===== src/ctm_pkg.sv =====
// Package for the compact timer: register map, fields, modes, clock codes
package ctm_pkg;

  // ------------------------------------------------------------------------
  // Register indices (chosen offsets)
  // ------------------------------------------------------------------------
  localparam logic [2:0] CTM_ADDR_CTRL0   = 3'h0;
  localparam logic [2:0] CTM_ADDR_CTRL1   = 3'h1;
  localparam logic [2:0] CTM_ADDR_CNT_LO  = 3'h2;
  localparam logic [2:0] CTM_ADDR_CNT_HI  = 3'h3;
  localparam logic [2:0] CTM_ADDR_CMPA_LO = 3'h4;
  localparam logic [2:0] CTM_ADDR_CMPA_HI = 3'h5;
  localparam logic [2:0] CTM_ADDR_CMPP    = 3'h6;

  // ------------------------------------------------------------------------
  // Field positions
  // ------------------------------------------------------------------------
  localparam int CTM_C0_PAUSE  = 7;
  localparam int CTM_C0_CKS_HI = 6;
  localparam int CTM_C0_CKS_LO = 4;
  localparam int CTM_C0_ON     = 3;
  localparam int CTM_C1_MODE_HI = 7;
  localparam int CTM_C1_MODE_LO = 6;
  localparam int CTM_C1_IO_HI  = 5;
  localparam int CTM_C1_IO_LO  = 4;
  localparam int CTM_C1_OC     = 3;
  localparam int CTM_C1_POL    = 2;
  localparam int CTM_C1_DPX    = 1;
  localparam int CTM_C1_CCLR   = 0;

  localparam logic [7:0] CTM_C0_MASK  = 8'hF8;
  localparam logic [7:0] CTM_RST_BYTE = 8'h00;
  localparam logic [15:0] CTM_CNT_MAX = 16'hFFFF;
  localparam logic [15:0] CTM_CNT_ONE = 16'h0001;

  // ------------------------------------------------------------------------
  // Modes, pin actions, clock selections
  // ------------------------------------------------------------------------
  localparam logic [1:0] CTM_MODE_CMP = 2'h0;
  localparam logic [1:0] CTM_MODE_PWM = 2'h2;
  localparam logic [1:0] CTM_MODE_TMR = 2'h3;

  localparam logic [1:0] CTM_IO_NONE = 2'h0;
  localparam logic [1:0] CTM_IO_LOW  = 2'h1;
  localparam logic [1:0] CTM_IO_HIGH = 2'h2;
  localparam logic [1:0] CTM_IO_TOG  = 2'h3;

  localparam logic [2:0] CTM_CK_SYS4  = 3'h0;
  localparam logic [2:0] CTM_CK_SYS   = 3'h1;
  localparam logic [2:0] CTM_CK_H16   = 3'h2;
  localparam logic [2:0] CTM_CK_H64   = 3'h3;
  localparam logic [2:0] CTM_CK_TBC   = 3'h4;
  localparam logic [2:0] CTM_CK_H8    = 3'h5;
  localparam logic [2:0] CTM_CK_EXT_R = 3'h6;
  localparam logic [2:0] CTM_CK_EXT_F = 3'h7;

  // Prescaler taps: bit i of the divider rises every 2**(i+1) cycles
  localparam int CTM_DIV_W    = 6;
  localparam int CTM_TAP_SYS4 = 1;
  localparam int CTM_TAP_H8   = 2;
  localparam int CTM_TAP_H16  = 3;
  localparam int CTM_TAP_H64  = 5;

endpackage


===== src/ctm_timer.sv =====
// Compact 16-bit timer: counter, two comparators, output pin, registers
//
// Functional notes
// 16-bit counter counts up on clock edges
// Compare P matches counter upper byte only
// Compare A matches all sixteen counter bits
// Software only clears counter via run-on rise
// Overflow or selected match clears, raises request; no flag is raised on overflow
// Pause holds count, resumes from held value
// Clock select picks one of eight sources
// Run-on low stops counting, keeps residual value
// Run-on rising edge zeroes the counter
// Run-on rise loads initial pin level
// Mode bits: compare, undefined, PWM, timer
// Software switches off before mode changes
// Software disables pin use in timer mode
// Compare mode A match: none/low/high/toggle
// PWM pin action: inactive, active, waveform
// Match to same level shows no change
// Software changes PWM pin action only off
// Initial level sets start or active level
// Invert bit inverts pin except timer mode
// Role bit swaps period and duty comparators
// Counter read-only pair, compare registers writable
// Control 0 low three bits read zero
// Clear select: A match, else P/overflow
// Compare P zero gives no period match
// Only A match moves pin in compare mode
// Low bytes pass through eight-bit holding buffer
// Counter wraps from all ones to zero
`timescale 1ns/100ps
module ctm_timer
  import ctm_pkg::*;
(
  input  wire logic       mclk,         // System clock, 50 MHz
  input  wire logic       sys_rst,      // Synchronous reset, active high
  input  wire logic [2:0] reg_addr,     // Register index
  input  wire logic [7:0] reg_wdata,    // Write data
  input  wire logic       reg_wr,       // Write strobe
  input  wire logic       reg_rd,       // Read strobe
  output logic      [7:0] reg_rdata,    // Read data, cycle after strobe
  input  wire logic       high_clk_tick,  // High internal clock tick
  input  wire logic       time_base_clock, // Time-base clock level
  input  wire logic       external_count_input, // External count pin
  output logic            timer_output_pin, // Timer output pin
  output logic            match_a_flag,     // Comparator A match pulse
  output logic            match_p_flag      // Comparator P match pulse, not raised when A match clears
);

  // ------------------------------------------------------------------------
  // Registers
  // ------------------------------------------------------------------------
  logic [7:0]  ctrl0_reg;
  logic [7:0]  ctrl1_reg;
  logic [15:0] count_reg;
  logic [15:0] cmpa_reg;
  logic [7:0]  cmpp_reg;
  logic [7:0]  hold_reg;
  logic        on_d_reg;
  logic        pin_reg;
  logic [CTM_DIV_W-1:0] sdiv_reg;
  logic [CTM_DIV_W-1:0] hdiv_reg;
  logic [2:0]  ext_sync_reg;
  logic [2:0]  tbc_sync_reg;

  logic        run_on;
  logic        count_pause;
  logic [2:0]  count_clock_select;
  logic [1:0]  operating_mode_select;
  logic [1:0]  pin_action_select;
  logic        output_initial_level;
  logic        output_invert;
  logic        pwm_role_swap;
  logic        clear_select;

  assign run_on                = ctrl0_reg[CTM_C0_ON];
  assign count_pause           = ctrl0_reg[CTM_C0_PAUSE];
  assign count_clock_select    = ctrl0_reg[CTM_C0_CKS_HI:CTM_C0_CKS_LO];
  assign operating_mode_select = ctrl1_reg[CTM_C1_MODE_HI:CTM_C1_MODE_LO];
  assign pin_action_select     = ctrl1_reg[CTM_C1_IO_HI:CTM_C1_IO_LO];
  assign output_initial_level  = ctrl1_reg[CTM_C1_OC];
  assign output_invert         = ctrl1_reg[CTM_C1_POL];
  assign pwm_role_swap         = ctrl1_reg[CTM_C1_DPX];
  assign clear_select          = ctrl1_reg[CTM_C1_CCLR];

  logic wr_c0;
  logic on_rise;
  assign wr_c0   = reg_wr && (reg_addr == CTM_ADDR_CTRL0);
  assign on_rise = run_on && !on_d_reg;

  // ------------------------------------------------------------------------
  // Clock sources
  // ------------------------------------------------------------------------
  always_ff @(posedge mclk) begin
    if (sys_rst) begin
      sdiv_reg <= '0;
      hdiv_reg <= '0;
    end else begin
      sdiv_reg <= sdiv_reg + 1'b1;
      if (high_clk_tick) begin
        hdiv_reg <= hdiv_reg + 1'b1;
      end
    end
  end

  // Pins pass two flops; the third stage is for edge detection
  always_ff @(posedge mclk) begin
    if (sys_rst) begin
      ext_sync_reg <= '0;
      tbc_sync_reg <= '0;
    end else begin
      ext_sync_reg <= {ext_sync_reg[1:0], external_count_input};
      tbc_sync_reg <= {tbc_sync_reg[1:0], time_base_clock};
    end
  end

  // Tick on the cycle a divider tap rises
  function automatic logic tap_rise(input logic [CTM_DIV_W-1:0] cur,
                                    input int tap);
    logic [CTM_DIV_W-1:0] nxt;
    nxt = cur + 1'b1;
    return !cur[tap] && nxt[tap];
  endfunction

  logic cnt_tick;
  always_comb begin
    case (count_clock_select)
      CTM_CK_SYS4:  cnt_tick = tap_rise(sdiv_reg, CTM_TAP_SYS4);
      CTM_CK_SYS:   cnt_tick = 1'b1;
      CTM_CK_H16:   cnt_tick = high_clk_tick &&
                               tap_rise(hdiv_reg, CTM_TAP_H16);
      CTM_CK_H64:   cnt_tick = high_clk_tick &&
                               tap_rise(hdiv_reg, CTM_TAP_H64);
      CTM_CK_TBC:   cnt_tick = tbc_sync_reg[1] && !tbc_sync_reg[2];
      CTM_CK_H8:    cnt_tick = high_clk_tick &&
                               tap_rise(hdiv_reg, CTM_TAP_H8);
      CTM_CK_EXT_R: cnt_tick = ext_sync_reg[1] && !ext_sync_reg[2];
      CTM_CK_EXT_F: cnt_tick = !ext_sync_reg[1] && ext_sync_reg[2];
      default:      cnt_tick = 1'b0;
    endcase
  end

  // ------------------------------------------------------------------------
  // Comparators and counter
  // ------------------------------------------------------------------------
  logic adv;
  logic match_a;
  logic match_p;
  logic ovf;
  logic clr;
  assign adv     = run_on && !on_rise && !count_pause && cnt_tick;
  assign match_a = adv && (count_reg + CTM_CNT_ONE == cmpa_reg);
  assign match_p = adv && (cmpp_reg != CTM_RST_BYTE) &&
                   (count_reg + CTM_CNT_ONE == {cmpp_reg, CTM_RST_BYTE});
  assign ovf     = adv && (count_reg == CTM_CNT_MAX);
  assign clr     = clear_select ? match_a : (match_p || ovf);

  always_ff @(posedge mclk) begin
    if (sys_rst) begin
      on_d_reg <= 1'b0;
    end else begin
      on_d_reg <= run_on;
    end
  end

  always_ff @(posedge mclk) begin
    if (sys_rst) begin
      count_reg <= '0;
    end else if (on_rise) begin
      count_reg <= '0;
    end else if (clr) begin
      count_reg <= '0;
    end else if (adv) begin
      count_reg <= count_reg + CTM_CNT_ONE;
    end
  end

  // Request flags as pulses; P is suppressed when A clears
  always_ff @(posedge mclk) begin
    if (sys_rst) begin
      match_a_flag <= 1'b0;
      match_p_flag <= 1'b0;
    end else begin
      match_a_flag <= match_a;
      match_p_flag <= match_p && !clear_select;
    end
  end

  // ------------------------------------------------------------------------
  // Output pin
  // ------------------------------------------------------------------------
  logic [15:0] period_val;
  logic [15:0] duty_val;
  logic        pwm_active;
  assign period_val = pwm_role_swap ? cmpa_reg
                                    : {cmpp_reg, CTM_RST_BYTE};
  assign duty_val   = pwm_role_swap ? {cmpp_reg, CTM_RST_BYTE} : cmpa_reg;
  assign pwm_active = (count_reg < duty_val) &&
                      ((period_val == '0) || (count_reg < period_val));

  always_ff @(posedge mclk) begin
    if (sys_rst) begin
      pin_reg <= 1'b0;
    end else if (operating_mode_select == CTM_MODE_CMP) begin
      if (on_rise) begin
        pin_reg <= output_initial_level;
      end else if (match_a) begin
        case (pin_action_select)
          CTM_IO_LOW:  pin_reg <= 1'b0;
          CTM_IO_HIGH: pin_reg <= 1'b1;
          CTM_IO_TOG:  pin_reg <= !pin_reg;
          default:     pin_reg <= pin_reg;
        endcase
      end
    end else if (operating_mode_select == CTM_MODE_PWM) begin
      case (pin_action_select)
        CTM_IO_NONE: pin_reg <= !output_initial_level;
        CTM_IO_LOW:  pin_reg <= output_initial_level;
        CTM_IO_HIGH: pin_reg <= run_on && pwm_active ?
                                output_initial_level :
                                !output_initial_level;
        default:     pin_reg <= pin_reg;
      endcase
    end
  end

  always_ff @(posedge mclk) begin
    if (sys_rst) begin
      timer_output_pin <= 1'b0;
    end else if (operating_mode_select == CTM_MODE_TMR) begin
      timer_output_pin <= 1'b0;
    end else begin
      timer_output_pin <= pin_reg ^ output_invert;
    end
  end

  // ------------------------------------------------------------------------
  // Register bus
  // ------------------------------------------------------------------------
  always_ff @(posedge mclk) begin
    if (sys_rst) begin
      ctrl0_reg <= CTM_RST_BYTE;
      ctrl1_reg <= CTM_RST_BYTE;
      cmpa_reg  <= '0;
      cmpp_reg  <= CTM_RST_BYTE;
    end else if (reg_wr) begin
      case (reg_addr)
        CTM_ADDR_CTRL0:   ctrl0_reg <= reg_wdata & CTM_C0_MASK;
        CTM_ADDR_CTRL1:   ctrl1_reg <= reg_wdata;
        CTM_ADDR_CMPA_HI: cmpa_reg  <= {reg_wdata, hold_reg};
        CTM_ADDR_CMPP:    cmpp_reg  <= reg_wdata;
        default:          ;
      endcase
    end
  end

  // Shared low-byte buffer: filled by low writes and high reads
  always_ff @(posedge mclk) begin
    if (sys_rst) begin
      hold_reg <= CTM_RST_BYTE;
    end else if (reg_wr && reg_addr == CTM_ADDR_CMPA_LO) begin
      hold_reg <= reg_wdata;
    end else if (reg_rd && reg_addr == CTM_ADDR_CNT_HI) begin
      hold_reg <= count_reg[7:0];
    end else if (reg_rd && reg_addr == CTM_ADDR_CMPA_HI) begin
      hold_reg <= cmpa_reg[7:0];
    end
  end

  always_ff @(posedge mclk) begin
    if (sys_rst) begin
      reg_rdata <= CTM_RST_BYTE;
    end else if (reg_rd) begin
      case (reg_addr)
        CTM_ADDR_CTRL0:   reg_rdata <= ctrl0_reg & CTM_C0_MASK;
        CTM_ADDR_CTRL1:   reg_rdata <= ctrl1_reg;
        CTM_ADDR_CNT_LO:  reg_rdata <= hold_reg;
        CTM_ADDR_CNT_HI:  reg_rdata <= count_reg[15:8];
        CTM_ADDR_CMPA_LO: reg_rdata <= hold_reg;
        CTM_ADDR_CMPA_HI: reg_rdata <= cmpa_reg[15:8];
        CTM_ADDR_CMPP:    reg_rdata <= cmpp_reg;
        default:          reg_rdata <= CTM_RST_BYTE;
      endcase
    end else begin
      reg_rdata <= CTM_RST_BYTE;
    end
  end
endmodule // ctm_timer


===== config.mk =====
export PLATFORM = sky130hd
export DESIGN_NAME = ctm_timer
export DESIGN_NICKNAME = d
export VERILOG_FILES = /design/src/ctm_pkg.sv /design/src/ctm_timer.sv
export SDC_FILE = /design/constraint.sdc
export NUM_CORES = 1
export LEC_CHECK = 0
export BUFFER_PORTS_ARGS = -buffer_cell sky130_fd_sc_hd__buf_2
export CAP_MARGIN = 30
export CORE_ASPECT_RATIO = 1.4
export CORE_UTILIZATION = 25
export CTS_CLUSTER_DIAMETER = 60
export DETAILED_ROUTE_END_ITERATION = 10
export PLACE_DENSITY = 0.51
export SETUP_SLACK_MARGIN = 0.3
export SLEW_MARGIN = 20
export SYNTH_ARGS = -nofsm -noshare
export SYNTH_HDL_FRONTEND = slang
export SYNTH_SLANG_ARGS = --single-unit

===== constraint.sdc =====
create_clock -name mclk -period 3.45 [get_ports mclk]
set_input_delay 0.1725 -clock mclk [delete_from_list [all_inputs] [get_ports mclk]]
set_output_delay 0.1725 -clock mclk [all_outputs]
set_load 0.01 [all_outputs]

==> flow_metrics.tcl <==
set metrics [dict create \
    slew_viol_final 0 \
    dp_hpwl_mm 15.2 \
    yosys_warnings 0 \
    setup_viol 0 \
    fin_util_pct 29.3 \
    clock.fmax_mhz 331 \
    antenna_found_initial 0 \
    ys.flop_type "dfxtp_1" \
    hp-class "in -> reg" \
    routed_wl_mm 19.8 \
    end_kind "register" \
    rsz0062_at_grt "false" \
    drt_iter0_markers 466 \
    synthMuxAreaShare_pct 5.72 \
    die-area_um2 25100 \
    ir_worst_vdd_mv 0.223 \
    place_area_um2 6650 \
    place_ws_ns 0.286 \
    cts_root_buf "clkbuf_16" \
    clockPowerShare_pct 44.6 \
    postSynthCellCount 753 \
    power.density_nw_per_um2 330 \
    combPwrFrac_pct 9.5 \
    tns_ns 0 \
    required_ns 3.71 \
    layout.nets 830 \
    wl_per_cell_um 18.2 \
    ant_nets 0 \
    worstMarginPinSlew_ns 0.702 \
    avgSynthCellArea_um2 8.13 \
    outcome "finished clean" \
    initial_core_util_pct 25.5 \
    synth-simple-area-share_pct 27.7 \
    relSlewSlack_pct 53.1 \
    clock_skew_ns 0.00441 \
    dr.pass1.iters 6 \
    hold_ws_ns 0.0250 \
    synthAdderAreaFrac_pct 8.38 \
    period_share_pct 87.6 \
    fin_cells 1086 \
    grt_pass1_wl_mm 31.1 \
    ctsHoldBuffers 0 \
    core_area_um2 24000 \
    diodes 0 \
    seq_area_frac_synth_pct 28.8 \
    syn_to_final_growth_pct 14.8 \
    gp_congestion 0.865 \
    vias 5629 \
    cts_buffers 9 \
    worstPathMaxFanout 18 \
    viasPerCell 5.18 \
    synth_cell_types 74 \
    cap_viol_max_count 0 \
    p_leak_nw 2.57 \
    criticalPathCategory "reg -> reg" \
    rows 67 \
    post_cts_buffers 0 \
    grt_pass1_vias 5531 \
    synth_top_family_by_area "simple AND/OR/NAND/NOR gates" \
    synth_edf_count 0 \
    swShare_pct 26.2 \
    p_int_mw 1.71 \
    dp.cells 1069 \
    h-tree-depth 3 \
    synth-xor-area-share_pct 7.48 \
    drive_gt1_share_pct 14.9 \
    cts_tree "done" \
    cts.sinks 88 \
    synth_nets 812 \
    async_flop_share_pct 0 \
    numPortBuffers 28 \
    die_h_um 187 \
    p_sw_mw 0.609 \
    clk_latency_ns 0.35 \
    hold_viol 0 \
    cts.path.max_buffers 2 \
    critPathLaunchType "register" \
    fin_ws_ns 0.427 \
    total_power_mw 2.32 \
    seqPwrFrac_pct 46.0 \
    drc 0 \
    grt.total_usage_pct 16.1 \
    path_clk_slew_ns 0.07 \
    synth-seq-cells 88 \
    grt.overflow.total 0 \
    arrival_ns 3.28 \
    die_width_um 134 \
    fin_area_um2 7030 \
    grt_max_degree 52 \
    min_period_ns 3.02 \
    synth_area_um2 6120 \
    top_level_ports 29 \
    synth-compound-area-share_pct 17.1 \
]
==> worst paths after layout <==
kind / start / to / slack (ns) / cells past startpoint
max: ctrl1_reg[1]$_SDFFE_PP0P_ / pin_reg$_SDFFE_PP0P_ / 0.43 / 12
min: time_base_clock / tbc_sync_reg[0]$_SDFF_PP0_ / 0.03 / 2
max reg2reg: ctrl1_reg[1]$_SDFFE_PP0P_ / pin_reg$_SDFFE_PP0P_ / 0.43 / 12
min reg2reg: sdiv_reg[0]$_SDFF_PP0_ / sdiv_reg[0]$_SDFF_PP0_ / 0.43 / 1
==> what timing repair did <==
item	CTS	global route
endpoints found under the setup margin	1	17
pin swaps	0	1
resized for setup	1	10
cloned	0	1
==> routing by layer <==
| layer | up-vias | part of all wire (%) | routed length [um] | global-route usage, % |
|---|---|---|---|---|
| li1 | 2736 | - | - | - |
| met1 | 2684 | 42 | 8310 | 19.0 |
| met2 | 163 | 50 | 9990 | 28.6 |
| met3 | 46 | 3.8 | 760 | 2.55 |
| met4 | 0 | 3.7 | 727 | 6.40 |
| met5 | - | 0 | 0 | 0 |
==> power by group through the flow <==
stage	Sequential (mW)	Clock [mW]	Combinational, mW
final	1.07	1.03	0.220
after global routing	1.07	1.10	0.241
after CTS	1.06	1.07	0.217
after detailed placement	1.09	0	0.216
after global placement	1.09	0	0.216
after floorplan	1.08	0	0.142
==> cells by family (layout without fill, tap and decap cells) <==
logic type,count (synthesis),after routing
adders and majority gates,41,41
DFF,88,88
xor gates and xnor gates,46,46
muxes,35,35
buffers and inverters,69,92
and+or+nand+nor,318,318
AOI/OAI and AO/OA,156,156
==> cells in the mapped netlist, types with 7 or more instances <==
master / count / area, um^2
inv_1: 15 / 56.3
a21oi_1: 54 / 270
o221ai_1: 7 / 61.3
ha_1: 41 / 513
a31oi_1: 8 / 50.1
nor2_1: 58 / 218
nand2b_1: 14 / 87.6
mux2i_1: 35 / 350
buf_2: 8 / 40.0
nand3_1: 17 / 85.1
nand4_1: 13 / 81.3
and3_1: 7 / 43.8
nor3_1: 13 / 65.1
nor2b_1: 17 / 106
nand2_1: 116 / 435
clkbuf_1: 26 / 97.6
nor4_1: 9 / 56.3
a211oi_1: 11 / 82.6
nor3_2: 12 / 120
xnor2_1: 27 / 236
o21ai_0: 15 / 75.1
and2_1: 8 / 50.1
dfxtp_1: 88 / 1760
xor2_1: 15 / 131
buf_1: 10 / 37.5
o22ai_1: 11 / 68.8
==> final cells by class <==
class                   instances  area (um^2)
clock inverters                 6         72.6
well taps                     310          388
repair buffers                 60          410
fillers                      2654        16900
clock buffers                  10          239
multi-input cells             596         4100
inverters                      16         60.1
flip-flops and latches         88         1770
==> cell usage in the layout (no fill, tap or decap), types with 8 or more instances in the layout <==
| cell | Yosys | routed |
|---|---|---|
| inv_1 | 15 | 15 |
| and2_1 | 8 | 8 |
| nor2_1 | 58 | 58 |
| nor3_2 | 12 | 12 |
| nor3_1 | 13 | 13 |
| a21oi_1 | 54 | 54 |
| o22ai_1 | 11 | 11 |
| nand4_1 | 13 | 13 |
| nand2b_1 | 14 | 14 |
| nand3_1 | 17 | 17 |
| xnor2_1 | 27 | 27 |
| o21ai_0 | 15 | 15 |
| dfxtp_1 | 88 | 85 |
| xor2_1 | 15 | 15 |
| buf_2 | 8 | 28 |
| clkbuf_16 | 0 | 10 |
| a31oi_1 | 8 | 8 |
| nor2b_1 | 17 | 17 |
| buf_4 | 6 | 30 |
| mux2i_1 | 35 | 31 |
| a211oi_1 | 11 | 11 |
| ha_1 | 41 | 40 |
| nand2_1 | 116 | 116 |
==> worst max-delay path, stage by stage (launching register included) <==
cell and delay [ns]:
dfxtp_2 0.41, buf_12 0.19, mux2i_2 0.29, ha_1 0.28, and4_1 0.23, nand2_1 0.14, a311o_1 0.23, a21oi_1 0.12
nor4_2 0.33, buf_4 0.17, mux2i_1 0.18, o22ai_1 0.12, a311oi_1 0.23
(Power assumes the default switching activity.)
